==> src/afe_cfg_map.vh <==
`ifndef AFE_CFG_MAP_VH
`define AFE_CFG_MAP_VH

// register indices; the bus byte address is four times the index
`define IDX_TOP_STATUS 6'h00
`define IDX_SENSOR_CFG 6'h05
`define IDX_FAULT_MASK 6'h06
`define IDX_LATCHED_FAULT 6'h07
`define IDX_IRQ_STATUS 6'h10
`define IDX_IRQ_MASK 6'h11

// reset values
`define RST_SENSOR_CFG 16'h0000
`define RST_FAULT_MASK 16'h0000
`define RST_IRQ_MASK 16'h0000

// writable bits; reserved bits read as zero
`define WMASK_SENSOR_CFG 16'hfff0
`define WMASK_FAULT_MASK 16'h0fc6

// sensor configuration field positions
`define POS_WIRING 15
`define POS_COMP_HI 14
`define POS_COMP_LO 12
`define POS_EXC_HI 11
`define POS_EXC_LO 9
`define POS_EXT_RES 8
`define POS_GAIN_HI 7
`define POS_GAIN_LO 4

// fault positions, shared by latched status and interrupt registers and, except combined bit 0, by the mask
`define POS_NEG_UV 11
`define POS_POS_UV 10
`define POS_NEG_OV 9
`define POS_POS_OV 8
`define POS_EXC_FLT 7
`define POS_COMP_FLT 6
`define POS_FLD_OC 2
`define POS_IN_OC 1
`define POS_COMBINED 0

// top status: combined error bit
`define POS_TOP_ERR 0

// axi responses
`define RESP_OKAY 2'b00
`define RESP_SLVERR 2'b10

`endif

==> src/afe_sensor_config_and_error_mask.v <==
// Our own choice: register access over AXI4-Lite.
`timescale 1ns/1ns
`include "afe_cfg_map.vh"

// Notes on behaviour
// - bit 15 selects four-wire or two/three-wire
// - both current codes decode to identical microamp values
// - bit 8 selects internal or external resistor
// - gain code bits 7:4 decode to gain
// - mask bit one drops fault from summary
// - error pin uses the same masking
// - mask bits 11..6, 2, 1 map faults
// - combined error is top status bit
// - faults latched until latched status read
module afe_sensor_config_and_error_mask #(
	parameter ADDR_W = 8
) (
	// clock and reset
	input wire aclk,
	input wire aresetn,
	// axi4-lite write address
	input wire [ADDR_W-1:0] awaddr,
	input wire [2:0] awprot,
	input wire awvalid,
	output reg awready,
	// axi4-lite write data
	input wire [31:0] wdata,
	input wire [3:0] wstrb,
	input wire wvalid,
	output reg wready,
	// axi4-lite write response
	output reg [1:0] bresp,
	output reg bvalid,
	input wire bready,
	// axi4-lite read address
	input wire [ADDR_W-1:0] araddr,
	input wire [2:0] arprot,
	input wire arvalid,
	output reg arready,
	// axi4-lite read data
	output reg [31:0] rdata,
	output reg [1:0] rresp,
	output reg rvalid,
	input wire rready,
	// live fault conditions from the analog front end
	input wire [11:0] fault_cond,
	// decoded controls toward the analog front end
	output reg sensor_wiring_select_ff,
	output reg [10:0] compensation_current_ua_ff,
	output reg [10:0] excitation_current_ua_ff,
	output reg external_reference_resistor_select_ff,
	output reg [3:0] channel_gain_code_ff,
	output reg [14:0] channel_gain_milli_ff,
	// real-time error pin and interrupt
	output reg error_pin_ff,
	output reg irq_ff
);

	// fault positions that exist; reserved mask positions contribute nothing
	localparam [11:0] FAULT_VALID = 12'hfc6;

	reg [15:0] sensor_cfg_ff;
	reg [15:0] fault_mask_ff;
	reg [15:0] irq_status_ff;
	reg [15:0] irq_mask_ff;
	reg [11:0] fault_prev_ff;
	reg combined_prev_ff;
	reg aw_got_ff;
	reg w_got_ff;
	reg [ADDR_W-1:0] awaddr_ff;
	reg [31:0] wdata_ff;
	reg [3:0] wstrb_ff;

	wire [15:0] latched_fault;
	wire [11:0] fault_live;
	wire combined_now;
	wire [15:0] fault_event;
	wire do_write;
	wire ar_take;
	wire rd_latched;
	wire [15:0] wr_val;
	wire [15:0] wr_lanes;
	wire [15:0] irq_clear;

	// register index from a byte address; unaligned addresses hit nothing
	function [6:0] reg_index;
		input [ADDR_W-1:0] addr;
		begin
			if (addr[1:0] != 2'b00) begin
				reg_index = 7'h7f;
			end else begin
				reg_index = {1'b0, addr[7:2]};
			end
		end
	endfunction

	function mapped;
		input [ADDR_W-1:0] addr;
		reg [6:0] idx;
		begin
			idx = reg_index(addr);
			mapped = (idx == {1'b0, `IDX_TOP_STATUS}) || (idx == {1'b0, `IDX_SENSOR_CFG}) ||
				(idx == {1'b0, `IDX_FAULT_MASK}) || (idx == {1'b0, `IDX_LATCHED_FAULT}) ||
				(idx == {1'b0, `IDX_IRQ_STATUS}) || (idx == {1'b0, `IDX_IRQ_MASK});
		end
	endfunction

	// both current sources share one magnitude table
	function [10:0] current_ua;
		input [2:0] code;
		begin
			case (code)
				3'h0: current_ua = 11'd0;
				3'h1: current_ua = 11'd100;
				3'h2: current_ua = 11'd400;
				3'h3: current_ua = 11'd500;
				3'h4: current_ua = 11'd500;
				3'h5: current_ua = 11'd600;
				3'h6: current_ua = 11'd900;
				3'h7: current_ua = 11'd1000;
				default: current_ua = 11'd0;
			endcase
		end
	endfunction

	// gain in thousandths so fractional settings stay exact
	function [14:0] gain_milli;
		input [3:0] code;
		begin
			case (code)
				4'h0: gain_milli = 15'd200;
				4'h1: gain_milli = 15'd250;
				4'h2: gain_milli = 15'd300;
				4'h3: gain_milli = 15'd375;
				4'h4: gain_milli = 15'd500;
				4'h5: gain_milli = 15'd750;
				4'h6: gain_milli = 15'd1000;
				4'h7: gain_milli = 15'd1500;
				4'h8: gain_milli = 15'd2000;
				4'h9: gain_milli = 15'd3000;
				4'ha: gain_milli = 15'd4000;
				4'hb: gain_milli = 15'd6000;
				4'hc: gain_milli = 15'd8000;
				4'hd: gain_milli = 15'd12000;
				4'he: gain_milli = 15'd16000;
				4'hf: gain_milli = 15'd24000;
				default: gain_milli = 15'd200;
			endcase
		end
	endfunction

	// summary of live faults
	assign fault_live = fault_cond & FAULT_VALID & ~fault_mask_ff[11:0];
	assign combined_now = |fault_live;

	// latched detail status: every valid fault, masked or not, plus the summary
	assign ar_take = arvalid && arready;
	assign rd_latched = ar_take && (reg_index(araddr) == {1'b0, `IDX_LATCHED_FAULT});

	fault_latch #(
		.W(16)
	) fault_latch_inst (
		.aclk(aclk),
		.aresetn(aresetn),
		.set_in({4'h0, fault_cond[11:1] & FAULT_VALID[11:1], combined_now}),
		.clr(rd_latched),
		.hold_ff(latched_fault)
	);

	// interrupt events: a fault rising, and the summary rising
	assign fault_event = {4'h0, fault_cond[11:1] & ~fault_prev_ff[11:1] & FAULT_VALID[11:1],
		combined_now & ~combined_prev_ff};

	// write path
	assign do_write = aw_got_ff && w_got_ff && !bvalid;
	assign wr_lanes = {{8{wstrb_ff[1]}}, {8{wstrb_ff[0]}}};
	assign wr_val = wdata_ff[15:0];
	assign irq_clear = (do_write && reg_index(awaddr_ff) == {1'b0, `IDX_IRQ_STATUS}) ?
		(wr_val & wr_lanes) : 16'h0000;

	always @(posedge aclk) begin
		if (!aresetn) begin
			awready <= 1'b1;
			wready <= 1'b1;
			bvalid <= 1'b0;
			bresp <= `RESP_OKAY;
			aw_got_ff <= 1'b0;
			w_got_ff <= 1'b0;
			awaddr_ff <= {ADDR_W{1'b0}};
			wdata_ff <= 32'h00000000;
			wstrb_ff <= 4'h0;
			sensor_cfg_ff <= `RST_SENSOR_CFG;
			fault_mask_ff <= `RST_FAULT_MASK;
			irq_mask_ff <= `RST_IRQ_MASK;
		end else begin
			// address and data are taken independently, in either order
			if (awvalid && awready) begin
				aw_got_ff <= 1'b1;
				awaddr_ff <= awaddr;
				awready <= 1'b0;
			end
			if (wvalid && wready) begin
				w_got_ff <= 1'b1;
				wdata_ff <= wdata;
				wstrb_ff <= wstrb;
				wready <= 1'b0;
			end
			if (do_write) begin
				aw_got_ff <= 1'b0;
				w_got_ff <= 1'b0;
				bvalid <= 1'b1;
				bresp <= mapped(awaddr_ff) ? `RESP_OKAY : `RESP_SLVERR;
				case (reg_index(awaddr_ff))
					{1'b0, `IDX_SENSOR_CFG}: begin
						sensor_cfg_ff <= (sensor_cfg_ff & ~(wr_lanes & `WMASK_SENSOR_CFG)) |
							(wr_val & wr_lanes & `WMASK_SENSOR_CFG);
					end
					{1'b0, `IDX_FAULT_MASK}: begin
						fault_mask_ff <= (fault_mask_ff & ~(wr_lanes & `WMASK_FAULT_MASK)) |
							(wr_val & wr_lanes & `WMASK_FAULT_MASK);
					end
					{1'b0, `IDX_IRQ_MASK}: begin
						irq_mask_ff <= (irq_mask_ff & ~wr_lanes) | (wr_val & wr_lanes);
					end
					default: begin
						irq_mask_ff <= irq_mask_ff;
					end
				endcase
			end
			// channels reopen only after the response is taken
			if (bvalid && bready) begin
				bvalid <= 1'b0;
				awready <= 1'b1;
				wready <= 1'b1;
			end
		end
	end

	// read path; a read of latched status samples before its clear lands
	always @(posedge aclk) begin
		if (!aresetn) begin
			arready <= 1'b1;
			rvalid <= 1'b0;
			rdata <= 32'h00000000;
			rresp <= `RESP_OKAY;
		end else begin
			if (ar_take) begin
				arready <= 1'b0;
				rvalid <= 1'b1;
				rresp <= mapped(araddr) ? `RESP_OKAY : `RESP_SLVERR;
				case (reg_index(araddr))
					{1'b0, `IDX_TOP_STATUS}: rdata <= {31'h0, combined_now} << `POS_TOP_ERR;
					{1'b0, `IDX_SENSOR_CFG}: rdata <= {16'h0000, sensor_cfg_ff};
					{1'b0, `IDX_FAULT_MASK}: rdata <= {16'h0000, fault_mask_ff};
					{1'b0, `IDX_LATCHED_FAULT}: rdata <= {16'h0000, latched_fault};
					{1'b0, `IDX_IRQ_STATUS}: rdata <= {16'h0000, irq_status_ff};
					{1'b0, `IDX_IRQ_MASK}: rdata <= {16'h0000, irq_mask_ff};
					default: rdata <= 32'h00000000;
				endcase
			end
			if (rvalid && rready) begin
				rvalid <= 1'b0;
				arready <= 1'b1;
			end
		end
	end

	// interrupt status: write one to clear, a new event beats the clear
	always @(posedge aclk) begin
		if (!aresetn) begin
			irq_status_ff <= 16'h0000;
			fault_prev_ff <= 12'h000;
			combined_prev_ff <= 1'b0;
			irq_ff <= 1'b0;
		end else begin
			irq_status_ff <= fault_event | (irq_status_ff & ~irq_clear);
			fault_prev_ff <= fault_cond;
			combined_prev_ff <= combined_now;
			irq_ff <= |(irq_status_ff & irq_mask_ff);
		end
	end

	// decoded controls are registered so the analog side sees clean levels
	always @(posedge aclk) begin
		if (!aresetn) begin
			sensor_wiring_select_ff <= 1'b0;
			compensation_current_ua_ff <= 11'd0;
			excitation_current_ua_ff <= 11'd0;
			external_reference_resistor_select_ff <= 1'b0;
			channel_gain_code_ff <= 4'h0;
			channel_gain_milli_ff <= 15'd200;
			error_pin_ff <= 1'b0;
		end else begin
			sensor_wiring_select_ff <= sensor_cfg_ff[`POS_WIRING];
			compensation_current_ua_ff <= current_ua(sensor_cfg_ff[`POS_COMP_HI:`POS_COMP_LO]);
			excitation_current_ua_ff <= current_ua(sensor_cfg_ff[`POS_EXC_HI:`POS_EXC_LO]);
			external_reference_resistor_select_ff <= sensor_cfg_ff[`POS_EXT_RES];
			channel_gain_code_ff <= sensor_cfg_ff[`POS_GAIN_HI:`POS_GAIN_LO];
			channel_gain_milli_ff <= gain_milli(sensor_cfg_ff[`POS_GAIN_HI:`POS_GAIN_LO]);
			error_pin_ff <= combined_now;
		end
	end

endmodule // afe_sensor_config_and_error_mask

==> src/fault_latch.v <==
`timescale 1ns/1ns

// sticky capture: a set arriving in the clearing cycle survives the clear
module fault_latch #(
	parameter W = 16
) (
	// clock and reset
	input wire aclk,
	input wire aresetn,
	// set and clear
	input wire [W-1:0] set_in,
	input wire clr,
	// held value
	output reg [W-1:0] hold_ff
);

	always @(posedge aclk) begin
		if (!aresetn) begin
			hold_ff <= {W{1'b0}};
		end else begin
			hold_ff <= set_in | (hold_ff & {W{~clr}});
		end
	end

endmodule // fault_latch
==> config.mk <==
export PLATFORM = sky130hd
export DESIGN_NAME = afe_sensor_config_and_error_mask
export DESIGN_NICKNAME = d
export VERILOG_FILES = /design/src/afe_sensor_config_and_error_mask.v /design/src/fault_latch.v
export VERILOG_INCLUDE_DIRS = /design/src /design/src/src
export SDC_FILE = /design/constraint.sdc
export NUM_CORES = 1
export LEC_CHECK = 0
export BUFFER_PORTS_ARGS = -buffer_cell sky130_fd_sc_hd__buf_2
export CAP_MARGIN = 10
export CORE_MARGIN = 2
export CORE_UTILIZATION = 58
export DETAILED_ROUTE_END_ITERATION = 10
export MAX_ROUTING_LAYER = met4
export PLACE_DENSITY = 0.85
export SETUP_SLACK_MARGIN = 0.05
export SLEW_MARGIN = 20
export SYNTH_ARGS = -nofsm -noshare
export SYNTH_HDL_FRONTEND = slang
export SYNTH_SLANG_ARGS = --single-unit
==> constraint.sdc <==
create_clock -name aclk -period 3 [get_ports aclk]
set_clock_uncertainty 0.1 [all_clocks]
set_input_delay 0.45 -clock aclk [delete_from_list [all_inputs] [get_ports aclk]]
set_output_delay 0.45 -clock aclk [all_outputs]
set_load 0.03 [all_outputs]
==> parameters.txt <==
Parameter                              Value

Drt
  Number of nets still failing antenna checks after routing    0
  Routed vias/inst    about 5.6
  Routed length per instance    around 17 um
  Post-route DRC    0
  Final Routed Wirelength    ~16 mm
  1st-iter DRT viols    ~510
  Drt first pass iters    6
  Via Count    about 5.5k

STA
  Number of setup violations in the final report    0
  Worst setup margin    ~0.82 ns
  Setup repair after global routing missed its margin    false
  Max Clock Freq    roughly 460 MHz
  Number of hold violations in the final report    0
  Final count of pins violating max slew    0
  Min cycle time layout    between 2 and 2.5 ns
  Rel. slew slack    ~54%
  Final critical-path share of the clock period    72.7%
  Slew at the pin closest to its max-slew limit    0.684 ns
  Final TNS setup    0 ns

GRT
  Overall Global Routing Usage    roughly a quarter
  Gr ovfl total    0
  GR met1 Demand/Resource    33.6%
  Most congested layer reported by global routing    met2
  Number of global-route vias before repair    5,287
  First-pass GRT wire length    roughly 26 mm
  Maximum number of pins on one net before global-route repair    between 100 and 150
  Met3 usage    6.00%
  Initial antenna violation count    0
  Met2 Resource Use GR    42.5%

Clock network
  Cts-stage hold buffer count    0
  Count of instances resized after the clock tree is built    0
  Post-CTS repair timing setup buffer count    0
  CTS buffer count    17
  Maximum level of the CTS H-tree    4
  Buffer depth of the longest clock path    2
  Clock Sink Count    between 150 and 200
  Clock Latency Late Sink    around 0.42 ns
  TritonCTS clock tree    yes
  Cell chosen for the clock root    sky130_fd_sc_hd__clkbuf_16
  Worst-path clk slew    ~0.060 ns

Place
  Post-placement worst setup slack    a little under 0.8 ns
  Count of buffers inserted at the top-level ports    110
  Post-detail-place hpwl    around 11 mm
  Placer congestion estimate    approximately 0.9
  Placed Instance Area    about 0.0073 mm2

Power and ir drop
  Worst voltage drop across the vdd grid    ~340 uV
  Pwr per Cell Area    610 mW/mm2
  Leakage Power    roughly 3.7 nW
  Overall power after layout    approximately 5 mW

Critical path
  Data required time of the worst path    3.23 ns
  Data arrival time of the critical path    around 2.4 ns
  Maximum fanout along the worst path    8
  Worst setup path class    flip-flop to flip-flop
  Startpoint types    flip-flop
  Sort of element at the end of the critical path    flip-flop

Cells and area
  Layout cell share with drive strength beyond 1    approximately a fifth
  Number of filler cells placed in the layout    approximately 840
  Most used cells in the layout excluding fill and tap cells    164 x sky130_fd_sc_hd__dfxtp_1, 116 x sky130_fd_sc_hd__nand2_1, 109 x sky130_fd_sc_hd__buf_2
  Most common cell after layout, fill and taps aside    sky130_fd_sc_hd__dfxtp_1
  Final #Nets    ~900
  Summed area of non-filler cells in the final layout    0.00797 mm2
  Number of inserted diodes    0
  Area Overhead vs Synth    16.0%

Logic synthesis
  XOR/XNOR Fraction of Synth Area    less than 1%
  Multiplexer share of the synthesized area    roughly 8.6%
  Number of synthesized flops with an enable pin    0
  Share of synthesized registers carrying an async set or reset    0%
  Syn Inst Count    735
  Count of cell types in the netlist    slightly below 60
  Main flop type after synthesis    sky130_fd_sc_hd__dfxtp_1
  Adder and majority gate portion of the synthesized area    about 2.2%
  Compound-cell area share of the yosys netlist    between 10% and 20%
  Main combinational cell family by area after synthesis    simple AND/OR/NAND/NOR gates
  Flip-flop and latch count after synthesis    roughly 160
  Post-Synth Simple-Gate Area    between 10% and 20%
  Average instance area after synthesis    9.35 um2
  Register area share after synthesis    a little under half
  Cell area after synthesis    about 0.007 mm2
  Yosys synthesis warning count    0

Die
  Floorplan core area    roughly 0.011 mm2
  Die height    between 100 and 150 um
  Starting density of the core    59.9%
  Number of top-level design ports    ~160
  Die extent in x    around 110 um
  Die area    between 0.01 and 0.015 mm2
  Row count    39

Worst hold path
  Tightest Hold Check Type    input pin to flip-flop

Job
  Max Cap Violations    0

Outcome
  Status    complete, no violations
## synthesized netlist by cell type, drive strengths merged, types with 5 or more instances
master / count / share of area, %
buf: 34 / 3.4
o21ai: 33 / 2.4
a21boi: 29 / 3.2
ha: 12 / 2.2
and2: 25 / 2.3
inv: 25 / 1.4
nor2: 35 / 1.9
nand2b: 11 / 1.0
a22oi: 18 / 2.0
a221o: 8 / 1.2
nand3: 23 / 1.7
nor2b: 14 / 1.3
clkbuf: 32 / 2.2
dfxtp: 164 / 48
mux2i: 40 / 5.8
nand4: 5 / 0.77
a2bb2oi: 6 / 0.77
nand2: 116 / 6.3
mux2: 17 / 2.8
a21oi: 25 / 1.8
a21o: 9 / 0.98
## power by group
| group | internal (mW) | leakage, nW | total [mW] | switching, mW |
|---|---|---|---|---|
| registers | 2.23 | 1.34 | 2.28 | 0.0471 |
| clock network | 1.40 | 0.291 | 2.26 | 0.866 |
| logic | 0.109 | 2.08 | 0.316 | 0.207 |
| total | 3.74 | 3.71 | 4.86 | 1.12 |
## critical path: stages, from the launching register on
cell	delay, ns
sky130_fd_sc_hd__dfxtp_1	0.33
sky130_fd_sc_hd__or4_1	0.69
sky130_fd_sc_hd__nor2_1	0.24
sky130_fd_sc_hd__nand4_2	0.40
sky130_fd_sc_hd__mux2i_1	0.32
## metrics by stage
step / hold slack, ns / util, % / instances
global placement: 0.328 / 64.1 / 949
detailed placement: 0.341 / 64.1 / 949
global route: 0.168 / 69.5 / 981
CTS: 0.142 / 69.5 / 981
finish: 0.162 / 69.5 / 981
floorplan: 0.320 / - / 758
## final cells by class
| class | instances | area, um2 | area share, % |
|---|---|---|---|
| tap | 143 | 179 | 2.25 |
| sequential | 164 | 3280 | 41.2 |
| clock buffer | 20 | 437 | 5.48 |
| inverter | 25 | 93.8 | 1.18 |
| clock inverter | 12 | 179 | 2.25 |
| multi-input combinational | 503 | 3200 | 40.2 |
| timing repair buffer | 114 | 596 | 7.48 |
## cell families after synthesis
family                     count (synthesis)
xor gates and xnor gates                   4
adders and majority gates                 12
DFF                                      164
other                                      1
muxes                                     57
AOI/OAI and AO/OA                        154
buffers and inverters                     91
and+or+nand+nor                          252
## per-layer routing
layer	vias to the layer above	routed length, um
met4	0	272
li1	2656	-
met3	35	1180
met1	2632	6990
met2	216	7870
met5	-	0
## worst paths after layout
check	slack [ns]	end	from	depth (start not counted)
min	0.16	wready	wvalid	2
max reg2reg	0.82	flip-flop	awaddr_ff[0]	4
max	0.82	flip-flop	awaddr_ff[0]	4
min reg2reg	0.35	irq_status_ff[4]	wdata_ff[4]	1
(Power assumes the default switching activity.)
